$ cat src/hdl/prot_pkg.sv
// Constants shared by the protection alarm manager and its timers.
// Assumes a 100 MHz system clock; the cycle counts are derived from it here.
package prot_pkg;

  // ==========================================================================
  // Alarm bit positions, equal to the weight positions the host sums.
  localparam int N_ALARM = 11;
  localparam int A_AC_FAIL = 0;
  localparam int A_OVER_TEMP = 1;
  localparam int A_INTERLOCK = 2;
  localparam int A_FAN = 3;
  localparam int A_OVERVOLTAGE = 4;
  localparam int A_OVERCURRENT = 5;
  localparam int A_CHECKSUM = 6;
  localparam int A_INTERNAL = 7;
  localparam int A_FOLDBACK = 8;
  localparam int A_EXT_SHUTDOWN = 9;
  localparam int A_UNDERVOLTAGE = 10;

  // ==========================================================================
  // Mask and latch layouts.
  localparam logic [10:0] MASKABLE = 11'h70A;
  localparam logic [10:0] MASK_RST = 11'h70A;
  localparam logic [8:0] LATCHABLE = 9'h103;
  localparam logic [8:0] LATCH_RST = 9'h000;
  localparam logic [10:0] ALWAYS_LATCH = 11'h030;
  localparam logic [10:0] AUTO_CLEAR = 11'h20F;
  localparam logic [10:0] OUTPUT_SPARED = 11'h008;
  localparam logic [10:0] FOLD_BIT = 11'h100;
  localparam logic [10:0] OVER_BIT = 11'h010;

  // ==========================================================================
  // Foldback trigger selection and controller states.
  typedef enum logic [1:0] {
    FB_NONE = 2'h0,
    FB_ON_VOLTAGE = 2'h1,
    FB_ON_CURRENT = 2'h2
  } fb_mode_t;

  typedef enum logic [2:0] {
    FB_IDLE = 3'h1,
    FB_TIMING = 3'h2,
    FB_LOCKED = 3'h4
  } fb_state_t;

  // ==========================================================================
  // Timing. Foldback delay is held in ticks of 10 ms.
  localparam int CLK_PERIOD_NS = 10;
  localparam int TICK_NS = 10000000;
  localparam int TICK_CYCLES = TICK_NS / CLK_PERIOD_NS;
  localparam int HOLD_MS = 3000;
  localparam int HOLD_CYCLES = HOLD_MS * (1000000 / CLK_PERIOD_NS);
  localparam logic [12:0] DLY_MIN = 13'h0032;
  localparam logic [12:0] DLY_FINE_MAX = 13'h01F4;
  localparam logic [12:0] DLY_MAX = 13'h1388;
  localparam logic [12:0] DLY_FINE_STEP = 13'h0005;
  localparam logic [12:0] DLY_COARSE_STEP = 13'h0064;
  localparam logic [12:0] DLY_RST = 13'h0032;

  // ==========================================================================
  // Overvoltage limits as ratios, and the settings-conflict error code.
  localparam logic [4:0] FLOOR_NUM = 5'h15;
  localparam logic [4:0] PCT_DEN = 5'h14;
  localparam logic [4:0] WARN_NUM = 5'h13;
  localparam logic [2:0] CEIL_NUM = 3'h5;
  localparam int CEIL_SHIFT = 2;
  localparam logic [15:0] V_RATED = 16'h1000;
  localparam logic [15:0] OV_LEVEL_RST = 16'hFFFF;
  localparam logic [15:0] ERR_SETTINGS_CONFLICT = 16'hFF23;

endpackage

$ cat src/hdl/protection_alarm_manager.sv
// Protection alarm manager: alarm indicator, alarm mask, output latching,
// foldback timer and overvoltage trip level with its limits.
// Assumes host commands arrive already parsed as one-cycle strobes with data.
`timescale 1ns/100ps
module protection_alarm_manager #(
  parameter int HOLD_CYCLES = prot_pkg::HOLD_CYCLES,
  parameter int TICK_CYCLES = prot_pkg::TICK_CYCLES
) (
  input wire logic sys_clk_i,
  input wire logic rst_n_i,
  input wire logic ce_i,
  input wire logic [10:0] alarm_cond_i,
  input wire logic alarm_mask_wr_i,
  input wire logic [15:0] alarm_mask_data_i,
  input wire logic alarm_latch_wr_i,
  input wire logic [15:0] alarm_latch_data_i,
  input wire logic prot_clear_i,
  input wire logic adjust_hold_i,
  input wire logic out_on_req_i,
  input wire logic out_off_req_i,
  input wire logic constant_voltage_state_i,
  input wire logic constant_current_state_i,
  input wire logic fb_mode_wr_i,
  input wire logic [1:0] fb_mode_i,
  input wire logic fb_delay_wr_i,
  input wire logic [12:0] fb_delay_i,
  input wire logic analog_programming_mode_i,
  input wire logic [15:0] vset_i,
  input wire logic [15:0] vout_i,
  input wire logic ov_level_wr_i,
  input wire logic [15:0] ov_level_i,
  input wire logic ov_level_inc_i,
  input wire logic ov_level_dec_i,
  output logic alarm_led_o,
  output logic output_en_o,
  output logic [10:0] status_cond_o,
  output logic [10:0] alarm_mask_o,
  output logic [8:0] alarm_latch_o,
  output logic [1:0] fb_mode_o,
  output logic [12:0] fb_delay_o,
  output logic fb_locked_o,
  output logic [15:0] overvoltage_trip_level_o,
  output logic ov_warn_o,
  output logic err_push_o,
  output logic [15:0] err_code_o
);

  // ==========================================================================
  // Registers.
  logic [10:0] mask_r;
  logic [8:0] latch_r;
  logic [10:0] trip_r;
  logic [10:0] trip_nxt;
  logic led_r;
  logic out_state_r;
  logic out_state_nxt;
  logic [1:0] fb_mode_r;
  logic [12:0] fb_delay_r;
  logic sel_d_r;
  logic [15:0] ov_level_r;
  logic [15:0] ov_level_nxt;
  logic err_r;
  prot_pkg::fb_state_t fb_state_r;
  prot_pkg::fb_state_t fb_state_nxt;
  logic tick;
  logic hold_done;
  logic fb_done;

  // ==========================================================================
  // Timers: a 10 ms prescaler, the foldback delay and the knob hold time.
  interval_timer #(
    .WIDTH(32),
    .RELOAD(1'b1)
  ) u_tick (
    .sys_clk_i(sys_clk_i),
    .rst_n_i(rst_n_i),
    .ce_i(ce_i),
    .load_i(1'b0),
    .load_val_i(TICK_CYCLES[31:0]),
    .run_i(1'b1),
    .tick_i(1'b1),
    .done_o(tick)
  );

  // Knob hold: reloaded while released, so only one unbroken press counts.
  interval_timer #(
    .WIDTH(32),
    .RELOAD(1'b0)
  ) u_hold (
    .sys_clk_i(sys_clk_i),
    .rst_n_i(rst_n_i),
    .ce_i(ce_i),
    .load_i(~adjust_hold_i),
    .load_val_i(HOLD_CYCLES[31:0]),
    .run_i(adjust_hold_i),
    .tick_i(1'b1),
    .done_o(hold_done)
  );

  // The first tick may come early by up to one tick period, a trade for
  // sharing one prescaler rather than a private one per delay.
  wire fb_load;
  // Value handed to the timer on a load, chosen in the commit path below.
  wire [12:0] fb_load_val;
  wire fb_run = (fb_state_r == prot_pkg::FB_TIMING);
  interval_timer #(
    .WIDTH(32),
    .RELOAD(1'b0)
  ) u_fold (
    .sys_clk_i(sys_clk_i),
    .rst_n_i(rst_n_i),
    .ce_i(ce_i),
    .load_i(fb_load),
    .load_val_i({19'h00000, fb_load_val}),
    .run_i(fb_run),
    .tick_i(tick),
    .done_o(fb_done)
  );

  // ==========================================================================
  // Mask and latch decode: only defined weights survive the write.
  wire [10:0] mask_nxt = alarm_mask_data_i[10:0] & prot_pkg::MASKABLE;
  wire [8:0] latch_nxt = alarm_latch_data_i[8:0] & prot_pkg::LATCHABLE;
  wire [10:0] en_mask = mask_r | ~prot_pkg::MASKABLE;
  wire [10:0] latch_eff = {2'h0, latch_r} | prot_pkg::ALWAYS_LATCH;

  // ==========================================================================
  // Overvoltage limits: floor at 105% of setpoint, ceiling at rated + 25%.
  // Operands are widened before each product, so no high bit of a setpoint
  // or a reading is lost to the width of the narrower factor.
  wire [20:0] vset_ext = {5'h00, vset_i};
  wire [20:0] vout_ext = {5'h00, vout_i};
  wire [20:0] vset_x21 = vset_ext * {16'h0000, prot_pkg::FLOOR_NUM};
  wire [20:0] floor_w = vset_x21 / {16'h0000, prot_pkg::PCT_DEN};
  wire [18:0] rated_x5 = {3'h0, prot_pkg::V_RATED} * {16'h0000, prot_pkg::CEIL_NUM};
  wire [20:0] ceil_w = {4'h0, rated_x5[18:2]};
  wire [20:0] lvl_ext = {5'h00, ov_level_r};
  wire [20:0] req_ext = {5'h00, ov_level_i};
  wire req_ok = (req_ext >= floor_w) && (req_ext <= ceil_w);
  wire can_dec = (lvl_ext > floor_w) && (ov_level_r != 16'h0000);
  wire can_inc = (lvl_ext < ceil_w) && (ov_level_r != 16'hFFFF);
  wire ov_over = (vout_i > ov_level_r);
  wire [20:0] vout_x20 = vout_ext * {16'h0000, prot_pkg::PCT_DEN};
  wire [20:0] lvl_x19 = lvl_ext * {16'h0000, prot_pkg::WARN_NUM};
  wire warn_nxt = analog_programming_mode_i && !ov_over && (vout_x20 >= lvl_x19);

  // Panel steps are one LSB; a request that would cross a limit is dropped.
  always_comb begin
    ov_level_nxt = ov_level_r;
    if (ov_level_wr_i && req_ok) begin
      ov_level_nxt = ov_level_i;
    end else if (ov_level_dec_i && can_dec) begin
      ov_level_nxt = ov_level_r - 16'h0001;
    end else if (ov_level_inc_i && can_inc) begin
      ov_level_nxt = ov_level_r + 16'h0001;
    end
  end

  // ==========================================================================
  // Foldback delay validation: fine steps up to 5 s, coarse steps above.
  wire fine_ok = (fb_delay_i >= prot_pkg::DLY_MIN) && (fb_delay_i <= prot_pkg::DLY_FINE_MAX)
                 && ((fb_delay_i % prot_pkg::DLY_FINE_STEP) == 13'h0000);
  wire coarse_ok = (fb_delay_i >= prot_pkg::DLY_FINE_MAX) && (fb_delay_i <= prot_pkg::DLY_MAX)
                   && ((fb_delay_i % prot_pkg::DLY_COARSE_STEP) == 13'h0000);
  wire delay_commit = fb_delay_wr_i && (fine_ok || coarse_ok);
  wire mode_ok = (fb_mode_i == prot_pkg::FB_NONE) || (fb_mode_i == prot_pkg::FB_ON_VOLTAGE)
                 || (fb_mode_i == prot_pkg::FB_ON_CURRENT);

  // ==========================================================================
  // Foldback trigger tracking.
  wire fb_armed = (fb_mode_r != prot_pkg::FB_NONE);
  wire sel_state = (fb_mode_r == prot_pkg::FB_ON_VOLTAGE) ? constant_voltage_state_i :
                   (fb_mode_r == prot_pkg::FB_ON_CURRENT) ? constant_current_state_i : 1'b0;
  wire entry = sel_state & ~sel_d_r;
  wire commit_start = delay_commit & output_en_o & sel_state;
  // A commit that starts the timer must count the new delay, not the old.
  assign fb_load_val = delay_commit ? fb_delay_i : fb_delay_r;
  wire clear_evt = prot_clear_i | hold_done;
  assign fb_load = (fb_state_nxt == prot_pkg::FB_TIMING) &&
                   ((fb_state_r != prot_pkg::FB_TIMING) || commit_start);

  // Foldback controller; leaving the trigger state drops the count unfired.
  always_comb begin
    fb_state_nxt = fb_state_r;
    case (fb_state_r)
      prot_pkg::FB_IDLE: begin
        if (fb_armed && (entry || commit_start)) begin
          fb_state_nxt = prot_pkg::FB_TIMING;
        end
      end
      prot_pkg::FB_TIMING: begin
        if (!fb_armed || !sel_state) begin
          fb_state_nxt = prot_pkg::FB_IDLE;
        end else if (fb_done) begin
          fb_state_nxt = prot_pkg::FB_LOCKED;
        end
      end
      prot_pkg::FB_LOCKED: begin
        if (clear_evt) begin
          fb_state_nxt = prot_pkg::FB_IDLE;
        end
      end
      default: begin
        fb_state_nxt = prot_pkg::FB_IDLE;
      end
    endcase
  end

  // ==========================================================================
  // Alarm evaluation. Internal foldback and overvoltage detections join the
  // external conditions before masking, so a mask reaches foldback but not overvoltage.
  wire fb_locked = (fb_state_r == prot_pkg::FB_LOCKED);
  // The lock is its own cause and a clear ends it at the same edge, so it
  // must not count as a cause that survives the clear, or the alarm sticks.
  wire fb_lock_cause = fb_locked & ~clear_evt;
  wire [10:0] cond = alarm_cond_i | (fb_lock_cause ? prot_pkg::FOLD_BIT : 11'h000)
                     | (ov_over ? prot_pkg::OVER_BIT : 11'h000);
  wire [10:0] active = cond & en_mask;
  wire [10:0] cleared = trip_r & ~trip_nxt;
  wire latch_off = |(cleared & latch_eff);
  wire blocked = |(trip_nxt & ~prot_pkg::OUTPUT_SPARED);

  // Automatic alarms follow their condition; manual ones hold until a clear
  // arrives with the cause gone. A new event wins over a same-cycle clear.
  assign trip_nxt = active | (trip_r & ~prot_pkg::AUTO_CLEAR & ~{11{clear_evt}});

  // Output request: a latching alarm that clears forces the request off;
  // otherwise the pre-alarm request survives and returns with the clear.
  always_comb begin
    out_state_nxt = out_state_r;
    if (out_on_req_i) begin
      out_state_nxt = 1'b1;
    end
    if (latch_off || out_off_req_i) begin
      out_state_nxt = 1'b0;
    end
  end

  // Indicator: any trip lights it; once causes are gone it waits for a
  // clear or an output-on request, so a brief automatic alarm is not missed.
  wire led_nxt = (|trip_nxt) | (led_r & ~(clear_evt | out_on_req_i));

  // ==========================================================================
  // Configuration registers.
  always_ff @(posedge sys_clk_i or negedge rst_n_i) begin
    if (!rst_n_i) begin
      mask_r <= prot_pkg::MASK_RST;
      latch_r <= prot_pkg::LATCH_RST;
      fb_mode_r <= prot_pkg::FB_NONE;
      fb_delay_r <= prot_pkg::DLY_RST;
      ov_level_r <= prot_pkg::OV_LEVEL_RST;
    end else if (ce_i) begin
      if (alarm_mask_wr_i) begin
        mask_r <= mask_nxt;
      end
      if (alarm_latch_wr_i) begin
        latch_r <= latch_nxt;
      end
      if (fb_mode_wr_i && mode_ok) begin
        fb_mode_r <= fb_mode_i;
      end
      if (delay_commit) begin
        fb_delay_r <= fb_delay_i;
      end
      ov_level_r <= ov_level_nxt;
    end
  end

  // ==========================================================================
  // Alarm, output and foldback state.
  always_ff @(posedge sys_clk_i or negedge rst_n_i) begin
    if (!rst_n_i) begin
      trip_r <= 11'h000;
      led_r <= 1'b0;
      out_state_r <= 1'b0;
      output_en_o <= 1'b0;
      status_cond_o <= 11'h000;
      sel_d_r <= 1'b0;
      fb_state_r <= prot_pkg::FB_IDLE;
    end else if (ce_i) begin
      trip_r <= trip_nxt;
      led_r <= led_nxt;
      out_state_r <= out_state_nxt;
      output_en_o <= out_state_nxt & ~blocked;
      status_cond_o <= active;
      sel_d_r <= sel_state;
      fb_state_r <= fb_state_nxt;
    end
  end

  // ==========================================================================
  // Error reporting and warnings. The error pulse lasts one cycle.
  always_ff @(posedge sys_clk_i or negedge rst_n_i) begin
    if (!rst_n_i) begin
      err_r <= 1'b0;
      err_code_o <= 16'h0000;
      ov_warn_o <= 1'b0;
    end else if (ce_i) begin
      err_r <= ov_level_wr_i & ~req_ok;
      if (ov_level_wr_i && !req_ok) begin
        err_code_o <= prot_pkg::ERR_SETTINGS_CONFLICT;
      end
      ov_warn_o <= warn_nxt;
    end
  end

  // ==========================================================================
  // Read-back of stored settings and state.
  assign err_push_o = err_r;
  assign alarm_led_o = led_r;
  assign alarm_mask_o = mask_r;
  assign alarm_latch_o = latch_r;
  assign fb_mode_o = fb_mode_r;
  assign fb_delay_o = fb_delay_r;
  assign fb_locked_o = fb_locked;
  assign overvoltage_trip_level_o = ov_level_r;

endmodule

$ cat src/hdl/interval_timer.sv
// Down-counter that fires a one-cycle pulse when a loaded interval runs out.
// Assumes the caller supplies a tick enable; with RELOAD it free-runs.
`timescale 1ns/100ps
module interval_timer #(
  parameter int WIDTH = 32,
  parameter bit RELOAD = 1'b0
) (
  input wire logic sys_clk_i,
  input wire logic rst_n_i,
  input wire logic ce_i,
  input wire logic load_i,
  input wire logic [WIDTH-1:0] load_val_i,
  input wire logic run_i,
  input wire logic tick_i,
  output logic done_o
);

  // ==========================================================================
  // Count selection.
  logic [WIDTH-1:0] count_r;
  logic [WIDTH-1:0] count_nxt;
  wire step = run_i & tick_i;
  wire is_zero = (count_r == {WIDTH{1'b0}});
  wire is_last = (count_r == {{(WIDTH-1){1'b0}}, 1'b1});

  // A one-shot timer parks at zero so it fires exactly once per load.
  assign count_nxt = load_i ? load_val_i :
                     !step ? count_r :
                     (RELOAD && (is_last || is_zero)) ? load_val_i :
                     is_zero ? count_r : count_r - 1'b1;

  // ==========================================================================
  // State.
  always_ff @(posedge sys_clk_i or negedge rst_n_i) begin
    if (!rst_n_i) begin
      count_r <= {WIDTH{1'b0}};
      done_o <= 1'b0;
    end else if (ce_i) begin
      count_r <= count_nxt;
      done_o <= step & is_last & ~load_i;
    end
  end

endmodule

$ cat config.mk
export PLATFORM = sky130hd
export DESIGN_NAME = protection_alarm_manager
export DESIGN_NICKNAME = d
export VERILOG_FILES = /design/src/hdl/prot_pkg.sv /design/src/hdl/protection_alarm_manager.sv /design/src/hdl/interval_timer.sv
export SDC_FILE = /design/constraint.sdc
export NUM_CORES = 1
export LEC_CHECK = 0
export ABC_AREA = 1
export BUFFER_PORTS_ARGS = -buffer_cell sky130_fd_sc_hd__clkbuf_2
export CORE_MARGIN = 2
export CORE_UTILIZATION = 45
export CTS_CLUSTER_DIAMETER = 100
export CTS_CLUSTER_SIZE = 16
export DETAILED_ROUTE_END_ITERATION = 8
export GPL_TIMING_DRIVEN = 0
export HOLD_SLACK_MARGIN = 0.03
export PLACE_DENSITY = 0.67
export SYNTH_ARGS = -nofsm -noshare
export SYNTH_HDL_FRONTEND = slang
export SYNTH_SLANG_ARGS = --single-unit
$ cat constraint.sdc
create_clock -name sys_clk_i -period 6.75 [get_ports sys_clk_i]
set_clock_uncertainty 0.2 [all_clocks]
set_input_delay 1.35 -clock sys_clk_i [delete_from_list [all_inputs] [get_ports sys_clk_i]]
set_output_delay 1.35 -clock sys_clk_i [all_outputs]
set_load 0.01 [all_outputs]
==> results_dict.tcl <==
set metrics [dict create \
    final_antenna_net_count 0 \
    cts.sinks 165 \
    die_h_um 202 \
    cts_buffers 17 \
    grt_max_degree 90 \
    design_area_mm2 0.0243 \
    rsz0062_at_grt "yes" \
    critPathSlowestCell "fa_1" \
    post-place-ws_ns -7.12 \
    ys_seq_area_frac 0.235 \
    port_buffers 162 \
    ys_ff_latch 165 \
    cpPeakStageDelay_ns 0.52 \
    worst_pin_slew_ns 0.825 \
    finalHoldViolCount 0 \
    critPathTopFamily "simple AND/OR/NAND/NOR gates" \
    vias_per_cell 5.29 \
    drive_above_1_share 0.326 \
    antenna_found_initial 5 \
    rrSetupSlack_ns 1.38 \
    crit_type "input port to flop" \
    hold_depth 2 \
    crit_fanout 5 \
    yosys.area.top_type "dfrtp_1" \
    synth_area_mm2 0.0177 \
    synth-edff-count 0 \
    hpwl_mm 38.6 \
    critPathBufInv 10 \
    r2r_start "overvoltage_trip_level_o[4]" \
    synth_cells 2573 \
    violations "setup timing" \
    route.detailed.drc 0 \
    cap_violations 0 \
    fin_ws_ns -6.39 \
    period_needed_ns 13.14 \
    initial_core_util 0.458 \
    end_kind "flop" \
    synthDistinctLibCells 60 \
    tritoncts "built" \
    holdCritPathClass "flop to flop" \
    timing.critical_path.mode_cell "nand2_4" \
    post-route-util 0.626 \
    synth_top_area_share 0.198 \
    postPlaceCellArea_mm2 0.0199 \
    ys.flop_type "dfrtp_1" \
    vias 18544 \
    cp.arrival_ns 13.30 \
    critical_path.reg2reg.endpoint "ov_warn_o" \
    synth.most_common_cell "nand2_1" \
    slew_viol_final 0 \
    syn_area_per_cell_um2 6.89 \
    clk_latency_ns 0.45 \
    clk_path_buf_depth 2 \
    timing.final.crit_share 1.95 \
    die_area_mm2 0.0410 \
    drt_iter0_markers 950 \
    cts.root.buffer_cell "clkbuf_16" \
    core_mm2 0.0387 \
    gr-usage-all-layers 0.254 \
    min_delay_worst_endpoint "status_cond_o[7]" \
    wl_per_cell_um 15.7 \
    grt_pass1_wl_mm 86.5 \
    worstPathRequired_ns 6.92 \
    outcome "finished with violations" \
    setup_viol 66 \
    overflow 0 \
    die_w_um 202 \
    synthTopCellsByCount "634 x nand2_1, 386 x inv_1, 213 x nor2_1, 210 x ha_1, 167 x nand3_1" \
    synth-warning-count 0 \
    maxSlewHeadroom 0.450 \
    ios 206 \
    start_kind "input port" \
    path_clk_slew_ns 0.07 \
    synth-async-reset-ratio 1.00 \
    htree_levels 4 \
    nets 3328 \
    fmax_mhz 76.1 \
    grt_pass1_vias 18140 \
    synth.area.top_cells "dfrtp_1 20%, ha_1 15%, nand2_1 13%, inv_1 8.2%, nand3_1 4.7%" \
    holdWs_ns 0.284 \
    dr.pass1.iters 5 \
    area_growth_pct 36.8 \
    cp_num_cells 109 \
    place_congestion 0.922 \
    rows 72 \
    drt-total-wl_mm 54.9 \
    r2r_cells 27 \
    min-delay-start "status_cond_o[7]" \
]
==> cells by family after synthesis <==
family | share of synthesized area
DFF | 0.235
AOI/OAI and AO/OA | 0.117
and+or+nand+nor | 0.297
other | 0.000212
buffers and inverters | 0.111
adders and majority gates | 0.175
xor gates and xnor gates | 0.0603
muxes | 0.00438
==> final cells by class <==
class	count	area [um^2]
fillers	3249	14500
plain buffers	66	557
inverters	415	1590
well taps	518	648
repair buffers	362	2800
clock buffers	20	457
flip-flops and latches	165	4160
clock inverters	12	130
multi-input cells	1944	13900
diodes	2	5.00
==> layout by cell type (no fill, tap or decap), types with 76 or more instances in the layout <==
cell and instances:
inv_1 356, xor2_1 82, nand2_2 133, ha_1 171, nor2_1 190, a21oi_1 112
dfrtp_1 140, nand2_4 76, nand2_1 476, nand3_1 134, buf_4 181, clkbuf_2 152
==> worst register-to-register path: cells and delay by family (launching register included) <==
kind            cells  cell delay (ns)
simple gates        8             0.76
flops               1             0.68
compound gates     12             2.17
fa+ha+maj           4             1.32
buf+inv             3             0.17
==> worst max path at each step <==
stage	start	endpoint	slack, ns
after global placement	vset_i[11]	overvoltage_trip_level_o[15]	-6.71
after global routing	vset_i[5]	overvoltage_trip_level_o[14]	-7.09
after detailed placement	vset_i[11]	overvoltage_trip_level_o[15]	-7.12
after CTS	vset_i[6]	overvoltage_trip_level_o[15]	-5.99
final	vset_i[11]	overvoltage_trip_level_o[14]	-6.39
after floorplan	vset_i[12]	overvoltage_trip_level_o[15]	-5.12
==> flip-flops by register name, summed over array words and instances, names as in the netlist, 2 cells and up <==
signal,flops
u_tick.count_r,32
overvoltage_trip_level_o,16
trip_r,6
fb_mode_o,2
alarm_mask_o,5
u_hold.count_r,32
status_cond_o,11
alarm_latch_o,3
u_fold.count_r,32
fb_state_r,3
fb_delay_o,13
==> per-stage QoR <==
stage	setup TNS [ns]	instances
finish	-150.49	3504
global route	-183.61	3502
global placement	-160.06	3269
CTS	-133.34	3465
detailed placement	-182.29	3270
floorplan	-94.62	2589
==> layer usage <==
layer | GRT usage | share of wire | up-vias
met3 | 0.0352 | 0.053 | 115
met1 | 0.310 | 0.41 | 8777
met2 | 0.465 | 0.51 | 530
li1 | - | - | 9114
met4 | 0.0727 | 0.028 | 8
met5 | 0 | 0.0010 | -
==> timing repair <==
item                                    in CTS  in global routing
resized for setup                          317                217
cloned                                      14                  0
endpoints found under the setup margin      66                 66
hold buffers                                 0                  0
pin swaps                                  147                192
setup buffers                              163                 43
Power is left out: the tool's default activity adds up to more than one toggle a clock period on the data nets, which glitch-free logic cannot reach.
